**src/ptg_defines.vh**
```
// ptg_defines.vh: constants for the three-generator pwm unit
// assumes inclusion by ptg_unit.v only; no timing in absolute units needed
`ifndef PTG_DEFINES_VH
`define PTG_DEFINES_VH
`define PTG_NUM_GEN     3
`define PTG_CNT_W       16
`define PTG_EV_ZERO     0
`define PTG_EV_LOAD     1
`define PTG_EV_CMP1_UP  2
`define PTG_EV_CMP1_DN  3
`define PTG_EV_CMP2_UP  4
`define PTG_EV_CMP2_DN  5
`define PTG_EV_W        6
`endif

```
**src/ptg_unit.v**
```verilog
// ptg_unit.v: three pwm generators with dead band and an output control block
// assumes all inputs synchronous to mclk_in; config buses packed per generator
`timescale 1ns/1ps
`include "ptg_defines.vh"
module ptg_unit #(
    parameter CW = `PTG_CNT_W,
    parameter NG = `PTG_NUM_GEN
) (
    input  wire            mclk_in,
    input  wire            rst_in,
    input  wire [NG-1:0]   gen_enable_in,
    input  wire [NG-1:0]   up_down_mode_in,
    input  wire [NG-1:0]   sync_mode_in,
    input  wire [NG-1:0]   debug_pause_in,
    input  wire            debug_halt_in,
    input  wire [NG-1:0]   sync_update_in,
    input  wire [NG*CW-1:0] load_value_in,
    input  wire [NG*CW-1:0] cmp_first_in,
    input  wire [NG*CW-1:0] cmp_second_in,
    input  wire [NG-1:0]   dead_band_en_in,
    input  wire [NG*CW-1:0] rise_delay_count_in,
    input  wire [NG*CW-1:0] fall_delay_count_in,
    input  wire [NG*`PTG_EV_W-1:0] int_event_en_in,
    input  wire [NG*`PTG_EV_W-1:0] trig_event_en_in,
    input  wire [2*NG-1:0] output_invert_in,
    input  wire [2*NG-1:0] output_pass_in,
    output wire [2*NG-1:0] unit_output_out,
    output wire [NG-1:0]   gen_int_out,
    output wire [NG-1:0]   gen_trigger_out,
    output wire [NG*CW-1:0] gen_count_out
);
    localparam [CW-1:0] CNT_ZERO = {CW{1'b0}};
    localparam [CW-1:0] CNT_ONE  = {{(CW-1){1'b0}}, 1'b1};
    localparam [CW-1:0] CNT_MAX  = {CW{1'b1}};

    // compare hit split by count direction; both comparators share it
    function [1:0] side_hit;
        input [CW-1:0] count;
        input [CW-1:0] level;
        input          up;
        input          live;
        begin
            side_hit[0] = live & (count == level) & up;
            side_hit[1] = live & (count == level) & ~up;
        end
    endfunction

    // level after one edge: down mode is high from zero to compare,
    // up/down is low from zero and high from the down-count compare hit until zero
    function next_level;
        input hit_up;
        input hit_dn;
        input zero_hit;
        input centre;
        input level;
        begin
            if (hit_up | hit_dn)
                next_level = centre ? hit_dn : 1'b0;
            else if (zero_hit)
                next_level = ~centre;
            else
                next_level = level;
        end
    endfunction

    // one generator per slice; output bit 2g is the first output, 2g+1 the second
    genvar g;
    generate
        for (g = 0; g < NG; g = g + 1) begin : gen_slice
            reg  [CW-1:0] cnt;
            reg           dir_up;
            reg  [CW-1:0] act_load;
            reg  [CW-1:0] act_cmp1;
            reg  [CW-1:0] act_cmp2;
            reg           sync_pend;
            reg           first_raw;
            reg           second_raw;
            reg           first_q;
            reg  [CW-1:0] db_age;
            reg           db_last;
            reg           pin_first;
            reg           pin_second;
            reg           int_q;
            reg           trig_q;
            reg  [CW-1:0] count_q;
            wire [CW-1:0] ld   = load_value_in[g*CW +: CW];
            wire [CW-1:0] c1   = cmp_first_in[g*CW +: CW];
            wire [CW-1:0] c2   = cmp_second_in[g*CW +: CW];
            wire [CW-1:0] rise = rise_delay_count_in[g*CW +: CW];
            wire [CW-1:0] fall = fall_delay_count_in[g*CW +: CW];
            wire [`PTG_EV_W-1:0] ien = int_event_en_in[g*`PTG_EV_W +: `PTG_EV_W];
            wire [`PTG_EV_W-1:0] ten = trig_event_en_in[g*`PTG_EV_W +: `PTG_EV_W];

            wire          at_zero = (cnt == CNT_ZERO);
            wire          at_load = (cnt == act_load);
            // pause only once the count has come back to zero
            wire          halted  = debug_pause_in[g] & debug_halt_in & at_zero;
            wire          run     = gen_enable_in[g] & ~halted;
            wire [1:0]    hit1    = side_hit(cnt, act_cmp1, dir_up, run);
            wire [1:0]    hit2    = side_hit(cnt, act_cmp2, dir_up, run);
            wire [`PTG_EV_W-1:0] ev;
            assign ev[`PTG_EV_ZERO]    = run & at_zero;
            assign ev[`PTG_EV_LOAD]    = run & at_load;
            assign ev[`PTG_EV_CMP1_UP] = hit1[0];
            assign ev[`PTG_EV_CMP1_DN] = hit1[1];
            assign ev[`PTG_EV_CMP2_UP] = hit2[0];
            assign ev[`PTG_EV_CMP2_DN] = hit2[1];
            // new values only at zero so no pulse is cut short or stretched
            wire          apply = at_zero & (~sync_mode_in[g] | sync_pend);

            // a new sync request wins over the clear on apply
            always @(posedge mclk_in or posedge rst_in) begin
                if (rst_in) begin
                    sync_pend <= 1'b0;
                end else if (sync_update_in[g]) begin
                    sync_pend <= 1'b1;
                end else if (apply) begin
                    sync_pend <= 1'b0;
                end
            end

            always @(posedge mclk_in or posedge rst_in) begin
                if (rst_in) begin
                    act_load <= CNT_ZERO;
                    act_cmp1 <= CNT_ZERO;
                    act_cmp2 <= CNT_ZERO;
                end else if (apply) begin
                    act_load <= ld;
                    act_cmp1 <= c1;
                    act_cmp2 <= c2;
                end
            end

            always @(posedge mclk_in or posedge rst_in) begin
                if (rst_in) begin
                    cnt    <= CNT_ZERO;
                    dir_up <= 1'b1;
                end else if (!gen_enable_in[g]) begin
                    cnt    <= CNT_ZERO;
                    dir_up <= 1'b1;
                end else if (run) begin
                    if (up_down_mode_in[g]) begin
                        if (at_zero) begin
                            cnt    <= CNT_ONE;
                            dir_up <= 1'b1;
                        end else if (dir_up && cnt >= act_load) begin
                            cnt    <= cnt - CNT_ONE;
                            dir_up <= 1'b0;
                        end else if (dir_up) begin
                            cnt <= cnt + CNT_ONE;
                        end else begin
                            cnt <= cnt - CNT_ONE;
                        end
                    end else begin
                        dir_up <= 1'b0;
                        if (at_zero)
                            cnt <= apply ? ld : act_load;
                        else
                            cnt <= cnt - CNT_ONE;
                    end
                end
            end

            // waveform: down mode high from zero, low at compare; up/down high from the down-count hit to zero
            always @(posedge mclk_in or posedge rst_in) begin
                if (rst_in) begin
                    first_raw  <= 1'b0;
                    second_raw <= 1'b0;
                end else if (!gen_enable_in[g]) begin
                    first_raw  <= 1'b0;
                    second_raw <= 1'b0;
                end else begin
                    first_raw  <= next_level(hit1[0], hit1[1], ev[`PTG_EV_ZERO],
                                             up_down_mode_in[g], first_raw);
                    second_raw <= next_level(hit2[0], hit2[1], ev[`PTG_EV_ZERO],
                                             up_down_mode_in[g], second_raw);
                end
            end

            // dead band: age counts cycles since the first output last changed
            wire          first_moved = first_raw ^ first_q;
            wire [CW-1:0] age_now     = first_moved ? CNT_ZERO : db_age;
            wire          db_pair     = first_raw ? (age_now >= rise)
                                                  : (db_last & (age_now < fall));

            always @(posedge mclk_in or posedge rst_in) begin
                if (rst_in) begin
                    first_q <= 1'b0;
                    db_age  <= CNT_ZERO;
                    db_last <= 1'b0;
                end else begin
                    first_q <= first_raw;
                    db_last <= db_pair;
                    if (first_moved)
                        db_age <= CNT_ONE;
                    else if (db_age != CNT_MAX)
                        db_age <= db_age + CNT_ONE;
                end
            end

            // polarity and gating in the control block, registered to the pins
            wire out_a = first_raw;
            wire out_b = dead_band_en_in[g] ? db_pair
                                            : second_raw;
            always @(posedge mclk_in or posedge rst_in) begin
                if (rst_in) begin
                    pin_first  <= 1'b0;
                    pin_second <= 1'b0;
                    int_q      <= 1'b0;
                    trig_q     <= 1'b0;
                    count_q    <= CNT_ZERO;
                end else begin
                    pin_first  <= output_pass_in[2*g] &
                                  (out_a ^ output_invert_in[2*g]);
                    pin_second <= output_pass_in[2*g+1] &
                                  (out_b ^ output_invert_in[2*g+1]);
                    int_q      <= |(ev & ien);
                    trig_q     <= |(ev & ten);
                    count_q    <= cnt;
                end
            end

            assign unit_output_out[2*g]      = pin_first;
            assign unit_output_out[2*g+1]    = pin_second;
            assign gen_int_out[g]            = int_q;
            assign gen_trigger_out[g]        = trig_q;
            assign gen_count_out[g*CW +: CW] = count_q;
        end
    endgenerate
endmodule

```
**config.mk**
```make
export PLATFORM = sky130hd
export DESIGN_NAME = ptg_unit
export DESIGN_NICKNAME = d
export VERILOG_FILES = /design/src/ptg_unit.v
export VERILOG_INCLUDE_DIRS = /design/src
export SDC_FILE = /design/constraint.sdc
export NUM_CORES = 1
export LEC_CHECK = 0
export ABC_AREA = 1
export BUFFER_PORTS_ARGS = -buffer_cell sky130_fd_sc_hd__buf_2
export CAP_MARGIN = 5
export CORE_UTILIZATION = 40
export DETAILED_ROUTE_END_ITERATION = 10
export HOLD_SLACK_MARGIN = 0.08
export PLACE_DENSITY = 0.72
export SLEW_MARGIN = 10
export SYNTH_ARGS = -nofsm -noshare
export SYNTH_HDL_FRONTEND = slang
export SYNTH_SLANG_ARGS = --single-unit
export TNS_END_PERCENT = 1
```
**constraint.sdc**
```tcl
create_clock -name mclk_in -period 23.4 [get_ports mclk_in]
set_input_delay 4.68 -clock mclk_in [delete_from_list [all_inputs] [get_ports mclk_in]]
set_output_delay 4.68 -clock mclk_in [all_outputs]
set_load 0.03 [all_outputs]
```
-- Yosys cells after proc, flatten, opt, wreduce, memory -nomap -nowiden
Index checks and enable logic that the tools add are counted.
- flip-flop bits (word level): 318
- input bits: 309
- output and inout port bits: 60
- word-level logic and storage cells: 273
- add/subtract/negate cells: 9
- order comparisons: 9
- eq/ne operators: 24
- mux-type cells: 81
- bitwise gates (word level): 81
- reductions and logical operators: 21
- operator list (kind ; count):
    16-bit two-way mux ; 33
    16-bit equality test ; 9
    16-bit by 1-bit adder with 16-bit output (second input constant) ; 6
    16-bit greater-or-equal comparator ; 6
    16-bit zero test ; 3
    16-bit less-than comparator ; 3
    1-bit two-way mux ; 48
    16-bit inequality test (second input constant) ; 3
    16-bit by 1-bit subtractor with 16-bit output (second input constant) ; 3
    1-bit AND ; 45
    6-bit AND ; 6
    6-bit OR reduction ; 6
    3-bit by 1-bit inequality test with 1-bit output (second input constant) ; 6
    4-bit by 2-bit inequality test with 1-bit output (second input constant) ; 3
    1-bit NOT ; 12
    2-bit nonzero test ; 6
    1-bit bitwise OR ; 9
    1-bit bitwise XOR ; 9
    2-bit by 1-bit inequality test with 1-bit output (second input constant) ; 3
    2-bit AND reduction ; 3
    1-bit logical AND ; 3

-- Longest topological paths before layout
Gate-level depths: netlist (run 1).
- depth after elaboration: 9
- depth in mapped cells: 21
- depth with buffers taken out: 18

-- Least setup slack after synthesis (run 1)
OpenSTA, ideal clock, no wires.
- path type: input port to flip-flop
- start: input rise_delay_count_in[5]
- end: register gen_slice[0].pin_second
- library setup time: 0.119 ns
- arrival time: 5.819 ns
- data required time: 23.281 ns
- slack: 17.462 ns
- cell stages on the path: 12
- path buffers: 0
- path through: inv_1 > ha_1 > a21oi_1 > nor3_1 > a211oi_1 > nand2_1 > nand2_1 > nand3_1 > nand2_1 > nand3_1 > a21oi_1 > nor2_1
- word-level cells in the longest chain between the ends: 5
- RTL lines (element ; RTL line ; text):
    start, declared ; ptg_unit.v:21 ; input wire [NG*CW-1:0] rise_delay_count_in,
    16-bit greater-or-equal comparator ; ptg_unit.v:183 ; wire db_pair = first_raw ? (age_now >= rise)
    1-bit two-way mux ; ptg_unit.v:183 ;
    1-bit two-way mux ; ptg_unit.v:203 ; wire out_b = dead_band_en_in[g] ? db_pair
    1-bit bitwise XOR ; ptg_unit.v:216 ; (out_b ^ output_invert_in[2*g+1]);
    1-bit AND ; ptg_unit.v:215 ; pin_second <= output_pass_in[2*g+1] &
    end signal, assigned ; ptg_unit.v:215 ;
    end, declared ; ptg_unit.v:82 ; reg pin_second;
No other way between the ends.
A chain may end at the register's enable or synchronous reset.

-- Worst setup path in the final report (run 1)
- start: input sync_mode_in[1]
- end: register gen_slice[1].cnt[1]
- word-level cells in the longest chain between the ends: 8
- RTL lines (element ; RTL line ; text):
    start, declared ; ptg_unit.v:13 ; input wire [NG-1:0] sync_mode_in,
    1-bit NOT ; ptg_unit.v:109 ; wire apply = at_zero & (~sync_mode_in[g] | sync_pend);
    1-bit bitwise OR ; ptg_unit.v:109 ;
    1-bit AND ; ptg_unit.v:109 ;
    16-bit two-way mux ; -- ;
    16-bit two-way mux ; ptg_unit.v:156 ; if (at_zero)
    16-bit two-way mux ; ptg_unit.v:142 ; if (up_down_mode_in[g]) begin
    16-bit two-way mux ; ptg_unit.v:141 ; end else if (run) begin
    16-bit two-way mux ; ptg_unit.v:138 ; end else if (!gen_enable_in[g]) begin
    end signal, assigned ; ptg_unit.v:147 ; cnt <= cnt - CNT_ONE;
    end signal, assigned ; ptg_unit.v:157 ; cnt <= apply ? ld : act_load;
    end signal, assigned ; ptg_unit.v:159 ; cnt <= cnt - CNT_ONE;
    end, declared ; ptg_unit.v:70 ; reg [CW-1:0] cnt;
No other way between the ends. The select of a mux whose other input is x is not followed.

==> results.json, run 1 <==
{
  "worst-r2r-cell-count": 12,
  "core_region_area_sq_mm": 0.0516,
  "yosysSeqAreaShare": 0.379,
  "drv_slew": 0,
  "reg2reg_from": "gen_slice[1].cnt[0]",
  "cp_max_fo": 65,
  "cts_setup_buffers": 0,
  "cp-end-kind": "flip-flop",
  "maxCapViolations": 0,
  "fin_util": 0.473,
  "antenna_found_initial": 6,
  "start_util": 0.407,
  "synth_ff_type": "dfrtp_1",
  "cp-start-kind": "input port",
  "top_layer_used": "met5",
  "cts_buffer_depth": 3,
  "wl_met3_mm": 4.74,
  "cp_top_family": "buffers and inverters",
  "wl_met1_mm": 28.0,
  "wirelength_mm": 62.8,
  "nets": 3574,
  "period_share": 0.272,
  "fin_setup_tns_ps": 0,
  "numClockSinks": 318,
  "synth_fp_nets": 3262,
  "synth-edff-count": 0,
  "dr_wl_met2_mm": 27.9,
  "htreeDepth": 2,
  "cp_num_buf_inv": 2,
  "setup_viol": 0,
  "power.density_mw_per_mm2": 107,
  "grt_pass1_wl_mm": 98.7,
  "dr.pass1.iters": 8,
  "grt_overflow": 0,
  "synth.distinct_cells": 63,
  "path_class": "in2reg",
  "gp_congestion": 0.963,
  "grt_max_degree": 130,
  "synth_fa_ha_area_frac": 0.0858,
  "clkTransAtPathRegs_ps": 60,
  "wl_per_cell_um": 16.4,
  "period_minus_slack_ps": 6370,
  "yosys.cell_count.top_type": "nand2_1",
  "cts_buffers": 38,
  "path_cells": "buf_2, nand2_1, nand2_4, clkinv_2, o21ai_0, o21ai_0, nor2_1, nand2_1, o21ai_1",
  "reg2reg_slack_ps": 20040,
  "leakagePower_nw": 13.0,
  "worst_pin_slew_ps": 951,
  "insertion_delay_ps": 560,
  "die_h_um": 231,
  "track_usage": 0.234,
  "avgSynthCellArea_sq_um": 7.47,
  "ant_nets": 0,
  "hold_path_class": "reg2reg",
  "cp.arrival_ps": 6830,
  "hold_viol": 0,
  "area_growth_pct": 16.3,
  "post_cts_resized": 0,
  "async_reset_ff_frac": 1.00,
  "die-area_sq_mm": 0.0534,
  "cts_tree": "yes",
  "cts_root_buffer": "clkbuf_16",
  "dr_total_vias": 19700,
  "io_buffer_count": 368,
  "peakVddDrop_mv": 0.0564,
  "die_w_um": 231,
  "synthSimpleGateAreaFrac": 0.292,
  "hold_path_end": "gen_slice[1].db_age[5]",
  "vias_per_cell": 5.13,
  "synth_area_sq_mm": 0.0210,
  "drc": 0,
  "drive_gt1_frac": 0.170,
  "synth_top_area_cell": "dfrtp_1",
  "synth-seq-cells": 318,
  "hp-start": "gen_slice[1].db_age[5]",
  "synth_top_family_by_area": "simple AND/OR/NAND/NOR gates",
  "core.rowCount": 83,
  "yosys-top-cells-area": "dfrtp_1, nand2_1, ha_1",
  "synth_compound_area_frac": 0.0957,
  "fmax_ghz": 0.157,
  "synth_xor_area_frac": 0.0517,
  "synth_top_area_frac": 0.376,
  "slowest_delay_ps": 780,
  "hold_depth": 1,
  "critical_path_required_ps": 23860,
  "synth_common_cells": "nand2_1, inv_1, dfrtp_1",
  "dp_hpwl_mm": 48.4,
  "cts_hold_buf": 0,
  "syn_inst": 2809,
  "io_pins": 369,
  "grt_pass1_vias": 18600,
  "relSlewSlack": 0.360,
  "r2r-end": "gen_slice[1].cnt[1]",
  "status": "complete, no violations",
  "rsz0062_at_grt": "no",
  "ys.warnings.count": 0,
  "synthMuxAreaShare": 0,
  "drt_iter0_drc": 1683,
  "worst_path_max_delay_cell": "clkinv_2",
  "fin_skew_ps": 28.1
}
power by group:
part,total (mW),switching (mW),internal [mW]
sequential,0.940,0.206,0.735
combinational,1.06,0.661,0.396
clock,0.614,0.239,0.376
worst register-to-register path, stage by stage, from the launching register on:
cell	delay (ps)
dfrtp_1	510
inv_1	150
ha_1	280
nand2_2	120
nor2_2	70
and2_4	190
nand2_4	260
clkinv_2	780
o21ai_0	570
o21ai_0	120
nor2_1	120
nand2_1	50
o21ai_1	60
state kept, by name, indices dropped and copies added (netlist names), 48 cells and up:
name and count:
gen_slice.cnt 48, gen_slice.count_q 48, gen_slice.act_load 48, gen_slice.act_cmp1 48
gen_slice.act_cmp2 48, gen_slice.db_age 48
area by class of cell:
type | instances | area, sq um
antenna | 2 | 5.00
clock buffer | 54 | 1110
clock inverter | 13 | 176
fill | 5161 | 27200
inverter | 373 | 1420
multi-input combinational | 2019 | 11000
sequential | 318 | 7960
tap | 680 | 851
timing repair buffer | 371 | 1860
through the flow:
step	power (mW)	cells	setup WS (ps)	hold slack [ps]	cell area [sq um]
4_1_cts	2.62	3828	17090	467	24400
6_report	2.61	3830	17030	462	24400
3_5_place_dp	1.99	3761	16520	459	23100
3_3_place_gp	1.97	3761	16620	451	23100
5_1_grt	2.82	3829	16750	493	24400
2_1_floorplan	1.70	2809	9930	349	21000
cells by family after synthesis:
kind of cell	count (synthesis)
buffers and inverters	472
adder cells (fa/ha/maj)	144
flip-flops	318
XOR/XNOR	124
AO/OA/AOI/OAI	347
AND/OR/NAND/NOR	1404
worst max-delay path by stage:
stage	startpoint	to	slack [ps]	cells past startpoint
2_1_floorplan	rst_in	gen_slice[0].act_cmp1[0]	9930	1
4_1_cts	sync_mode_in[1]	gen_slice[1].cnt[1]	17090	9
5_1_grt	sync_mode_in[1]	gen_slice[1].cnt[15]	16750	9
3_5_place_dp	sync_mode_in[1]	gen_slice[1].cnt[8]	16520	8
6_report	sync_mode_in[1]	gen_slice[1].cnt[1]	17030	9
3_3_place_gp	sync_mode_in[1]	gen_slice[1].cnt[14]	16620	9
cells in the final DEF, fill, tap and decap left out, drive strengths merged, types with 2 or more instances in the layout:
cell type	instances
o221a	2
o21bai	9
o21a	2
clkinv	11
nor4	22
nand4	57
o21ai	160
a211oi	18
xnor2	54
dfstp	3
o221ai	3
clkinvlp	3
nand2	792
nor3	74
xor2	70
o211a	5
o22ai	2
a32oi	2
o211ai	14
bufinv	4
ha	144
a22oi	4
dfrtp	315
or2	23
a21oi	104
clkbuf	54
o31ai	5
nand3b	14
buf	371
a31oi	12
nor2	235
and3	4
inv	368
and2	4
nand3	177
diode	2
routing by layer:
metal / global-route usage / vias up
met2: 0.367 / 761
met1: 0.324 / 9036
met5: 0 / -
li1: - / 9709
met3: 0.0415 / 142
met4: 0.0836 / 4
Note: power is estimated with default switching activity, not from simulation.
==> inputs of run 2 (changes only) <==
Settings changed: PLACE_DENSITY 0.72 to 0.75.
Clock period 23.4 ns to 5.5 ns, I/O delays scaled along.
==> results.json, run 2 (synthesis gave the netlist of run 1 again) <==
{
  "die_w_um": 231,
  "worst_path_max_delay_cell": "clkinv_2",
  "nets": 3574,
  "fin_skew_ps": 15.0,
  "die-area_sq_mm": 0.0534,
  "path_class": "reg2reg",
  "htreeDepth": 2,
  "io_pins": 369,
  "cp-end-kind": "flip-flop",
  "fin_cells": 3830,
  "grt_max_degree": 132,
  "drive_gt1_frac": 0.169,
  "fin_area_sq_mm": 0.0244,
  "cts_tree": "yes",
  "cp_top_family": "buffers and inverters",
  "track_usage": 0.232,
  "final_cell_mix": "nand2_1, buf_2, inv_1",
  "post_cts_resized": 0,
  "worst_pin_slew_ps": 880,
  "power.density_mw_per_mm2": 453,
  "path_cells": "inv_1, ha_1, nand2_2, nor2_2, and2_4, nand2_4, clkinv_2, o21ai_0, o221a_2, nand2_1, inv_1",
  "insertion_delay_ps": 540,
  "maxCapViolations": 0,
  "p_int_mw": 6.35,
  "core_region_area_sq_mm": 0.0516,
  "numClockSinks": 318,
  "cp-start-kind": "flip-flop",
  "postPlaceCellArea_sq_mm": 0.0231,
  "dpl_worst_slack_ps": 2200,
  "p_comb_frac": 0.407,
  "vias_per_cell": 5.15,
  "cts_hold_buf": 0,
  "core.rowCount": 83,
  "fin_ws_ps": 2210,
  "dp_hpwl_mm": 47.8,
  "wl_per_cell_um": 16.2,
  "crit_top_cell": "inv_1",
  "antenna_found_initial": 10,
  "io_buffer_count": 368,
  "grt_overflow": 0,
  "cp_num_buf_inv": 3,
  "drc": 0,
  "hold_path_class": "reg2reg",
  "area_growth_pct": 16.2,
  "cp_max_fo": 65,
  "start_util": 0.407,
  "reg2reg_slack_ps": 2210,
  "power_frac_seq": 0.362,
  "drv_slew": 0,
  "rsz0062_at_grt": "no",
  "drt_iter0_drc": 1600,
  "critical_path_required_ps": 5980,
  "clkTransAtPathRegs_ps": 60,
  "grt_pass1_vias": 18900,
  "cts_buffer_depth": 3,
  "peakVddDrop_mv": 0.339,
  "cts_setup_buffers": 0,
  "place_inst": 3761,
  "die_h_um": 231,
  "final_common_cell": "nand2_1",
  "period_minus_slack_ps": 3290,
  "power_switching_mw": 4.69,
  "dr.pass1.iters": 6,
  "status": "complete, no violations",
  "clkPwrFrac": 0.231,
  "dr_total_vias": 19700,
  "hold_viol": 0,
  "fmax_ghz": 0.304,
  "ant_nets": 0,
  "slowest_delay_ps": 760,
  "leakagePower_nw": 13.0,
  "grt_pass1_wl_mm": 98.4,
  "setup_viol": 0,
  "wirelength_mm": 62.1,
  "relSlewSlack": 0.412,
  "cts_buffers": 38,
  "period_share": 0.598,
  "fin_setup_tns_ps": 0,
  "cp.arrival_ps": 3770,
  "cts_root_buffer": "clkbuf_16",
  "switching_share": 0.425,
  "gp_congestion": 0.951,
  "total_power_mw": 11.0
}
## run 2: through the flow
stage	utilization	hold WS, ps
floorplan	-	349
global placement	0.448	457
detailed placement	0.448	457
CTS	0.472	470
global route	0.472	493
finish	0.473	473
## run 2: worst register-to-register path: stages (launching register included)
cell and delay (ps):
dfrtp_1 500, inv_1 150, ha_1 270, nand2_2 120
nor2_2 60, and2_4 180, nand2_4 260, clkinv_2 770
o21ai_0 570, o221a_2 250, nand2_1 50, inv_1 50
## run 2: power groups by stage
stage               Combinational (mW)  Clock, mW  Sequential [mW]
floorplan                         3.47          0             3.78
global placement                  4.35          0             3.99
detailed placement                4.45          0             4.01
CTS                               4.48       2.60             3.98
global route                      5.12       2.70             4.09
finish                            4.49       2.55             4.00
## run 2: layer usage
layer	up-vias	track usage	routed length (um)
li1	9695	-	-
met4	10	0.0886	2200
met1	9124	0.305	27000
met5	-	0	59
met2	744	0.376	28300
met3	154	0.0439	4530
## run 2: final cells by class
class / count / area, sq um
inverters: 373 / 1420
fillers: 5059 / 27200
multi-input cells: 2019 / 11000
clock inverters: 10 / 136
diodes: 4 / 10.0
flip-flops and latches: 318 / 7960
well taps: 680 / 851
clock buffers: 55 / 1110
repair buffers: 371 / 1890
## run 2: path summary, 6_finish.rpt
| kind | startpoint | end | cells after the start |
|---|---|---|---|
| worst max register to register | gen_slice[1].cnt[0] | gen_slice[1].cnt[7] | 11 |
| max in group asynchronous | rst_in | gen_slice[2].db_age[6] | 3 |
| worst min register to register | gen_slice[1].db_age[5] | gen_slice[1].db_age[5] | 1 |
| worst max-delay path | gen_slice[1].cnt[0] | gen_slice[1].cnt[7] | 11 |
| min in group asynchronous | rst_in | gen_slice[1].act_load[2] | 2 |
| worst min-delay path | gen_slice[1].db_age[5] | gen_slice[1].db_age[5] | 1 |
==> inputs of run 3 (changes only) <==
Settings changed: ABC_AREA 1 to 0.
Clock period 5.5 ns to 2.8 ns, I/O delays scaled along.
==> results.json, run 3 <==
{
  "period_share": 0.987,
  "reg2reg_slack_ps": 40,
  "cp-end-kind": "flip-flop",
  "path_cells": "xnor2_2, buf_6, and2_1, ha_1, and4_1, nand2_1, nor3_1, a2111oi_1, nor4bb_4, o41ai_2, xnor2_1, and2_1",
  "synth_top_area_frac": 0.404,
  "status": "complete, no violations",
  "drt_iter0_drc": 981,
  "synth.distinct_cells": 77,
  "die-area_sq_mm": 0.0497,
  "synth_area_sq_mm": 0.0195,
  "yosys-top-cells-area": "dfrtp_1, ha_1, mux2_2",
  "worst-r2r-cell-count": 12,
  "dp_hpwl_mm": 42.7,
  "slowest_delay_ps": 400,
  "hp-start": "sync_update_in[2]",
  "hold_path_end": "gen_slice[2].sync_pend",
  "place_inst": 2989,
  "maxCapViolations": 0,
  "synth_top_area_cell": "dfrtp_1",
  "io_pins": 369,
  "hold_path_class": "in2reg",
  "die_h_um": 223,
  "final_cell_mix": "buf_2, dfrtp_1, inv_1",
  "cp.arrival_ps": 3200,
  "insertion_delay_ps": 560,
  "relSlewSlack": 0.386,
  "power.density_mw_per_mm2": 1070,
  "clkTransAtPathRegs_ps": 60,
  "grt_max_degree": 135,
  "crit_top_cell": "and2_1",
  "vias_per_cell": 5.39,
  "grt_overflow": 0,
  "htreeDepth": 2,
  "reg2reg_from": "gen_slice[2].first_raw",
  "antenna_found_initial": 12,
  "synth_ff_type": "dfrtp_1",
  "period_minus_slack_ps": 2760,
  "cts_root_buffer": "clkbuf_16",
  "async_reset_ff_frac": 1.00,
  "wirelength_mm": 56.1,
  "area_growth_pct": 25.7,
  "worst_path_max_delay_cell": "dfrtp_1",
  "hold_viol": 0,
  "fmax_ghz": 0.362,
  "ys.warnings.count": 0,
  "wl_per_cell_um": 18.2,
  "cp_max_fo": 7,
  "drc": 0,
  "hold_depth": 2,
  "ant_nets": 0,
  "fin_util": 0.512,
  "io_buffer_count": 368,
  "synth_common_cells": "dfrtp_1, inv_1, ha_1",
  "gp_congestion": 0.918,
  "track_usage": 0.223,
  "final_common_cell": "buf_2",
  "critical_path_required_ps": 3230,
  "fin_skew_ps": 19.9,
  "grt_pass1_wl_mm": 89.3,
  "r2r-end": "gen_slice[2].pin_second",
  "cp-start-kind": "flip-flop",
  "core_region_area_sq_mm": 0.0479,
  "core.rowCount": 80,
  "numClockSinks": 318,
  "synth_fp_nets": 2443,
  "yosys.cell_count.top_type": "dfrtp_1",
  "rsz0062_at_grt": "yes",
  "setup_viol": 0,
  "drive_gt1_frac": 0.329,
  "fin_area_sq_mm": 0.0245,
  "cts_buffers": 39,
  "start_util": 0.407,
  "grt_pass1_vias": 17100,
  "dr_total_vias": 16600,
  "yosysSeqAreaShare": 0.408,
  "synth-seq-cells": 318,
  "dr.pass1.iters": 6,
  "postPlaceCellArea_sq_mm": 0.0227,
  "leakagePower_nw": 12.2,
  "cts_buffer_depth": 3,
  "syn_inst": 1990,
  "avgSynthCellArea_sq_um": 9.81,
  "die_w_um": 223,
  "synth-edff-count": 0,
  "worst_pin_slew_ps": 919,
  "nets": 2876,
  "fin_cells": 3079,
  "cts_tree": "yes",
  "drv_slew": 0,
  "peakVddDrop_mv": 0.675,
  "path_class": "reg2reg"
}
-- run 3: worst max path at each step --
stage	startpoint	to	slack, ps	cells after the start
after floorplan	rst_in	gen_slice[0].act_cmp1[0]	-2000	1
after global placement	gen_slice[0].first_q	gen_slice[0].pin_second	-150	13
after detailed placement	gen_slice[0].first_raw	gen_slice[0].pin_second	-140	13
after CTS	gen_slice[1].first_q	gen_slice[1].pin_second	0.3	12
after global routing	gen_slice[2].first_raw	gen_slice[2].pin_second	-80	12
final	gen_slice[2].first_raw	gen_slice[2].pin_second	40	12
-- run 3: area by class of cell --
class | instances | area [sq um]
Antenna cell | 10 | 25.0
Clock buffer | 50 | 1130
Clock inverter | 22 | 260
Fill cell | 4289 | 23400
Inverter | 160 | 604
Multi-Input combinational cell | 1395 | 10800
Sequential cell | 318 | 7960
Tap cell | 615 | 769
Timing Repair Buffer | 509 | 3000
-- run 3: metrics by stage --
step / hold WS, ps / setup slack, ps / power, mW / TNS, ps
4_1_cts: 154 / 0.307 / 26.0 / 0
3_5_place_dp: 415 / -139 / 20.4 / -503
5_1_grt: 170 / -76.6 / 28.1 / -285
3_3_place_gp: 431 / -145 / 19.9 / -252
6_report: 185 / 35.9 / 26.4 / 0
2_1_floorplan: 352 / -2000 / 16.4 / -631780
-- run 3: where the power goes --
part | leakage (nW) | total (mW) | switching (mW) | internal [mW]
Combinational | 7.53 | 13.3 | 7.16 | 6.16
Clock | 0.685 | 5.40 | 2.08 | 3.32
Sequential | 4.01 | 7.65 | 1.20 | 6.45
-- run 3: critical path, delay by kind of cell (launching register included) --
family | cells | cell delay [ps]
DFF | 1 | 400
and+or+nand+nor | 6 | 1000
buffers and inverters | 1 | 170
adders and majority gates | 1 | 250
xor gates and xnor gates | 2 | 360
AOI/OAI and AO/OA | 2 | 480
-- run 3: what timing repair did --
item | 4_1_cts | 5_1_grt
hold buffers | 1 | 0
hold endpoints to repair | 2 | 0
setup buffers | 2 | 2
pin swaps | 1 | 25
cloned | 0 | 3
setup endpoints to repair | 7 | 93
resized for setup | 13 | 71
-- run 3: cells by family after synthesis --
| logic type | after synthesis | share of synthesized area |
|---|---|---|
| adder cells (fa/ha/maj) | 145 | 0.0928 |
| AND/OR/NAND/NOR | 591 | 0.159 |
| multiplexers | 171 | 0.0967 |
| buffers and inverters | 277 | 0.0580 |
| flip-flops | 318 | 0.408 |
| AO/OA/AOI/OAI | 297 | 0.100 |
| XOR/XNOR | 191 | 0.0857 |
-- run 3: per-layer routing --
metal	GRT usage	part of all wire	up-vias
met2	0.379	0.48	626
met5	0	0.00096	-
met3	0.0424	0.065	126
met1	0.283	0.42	8009
li1	-	-	7837
met4	0.0799	0.032	8
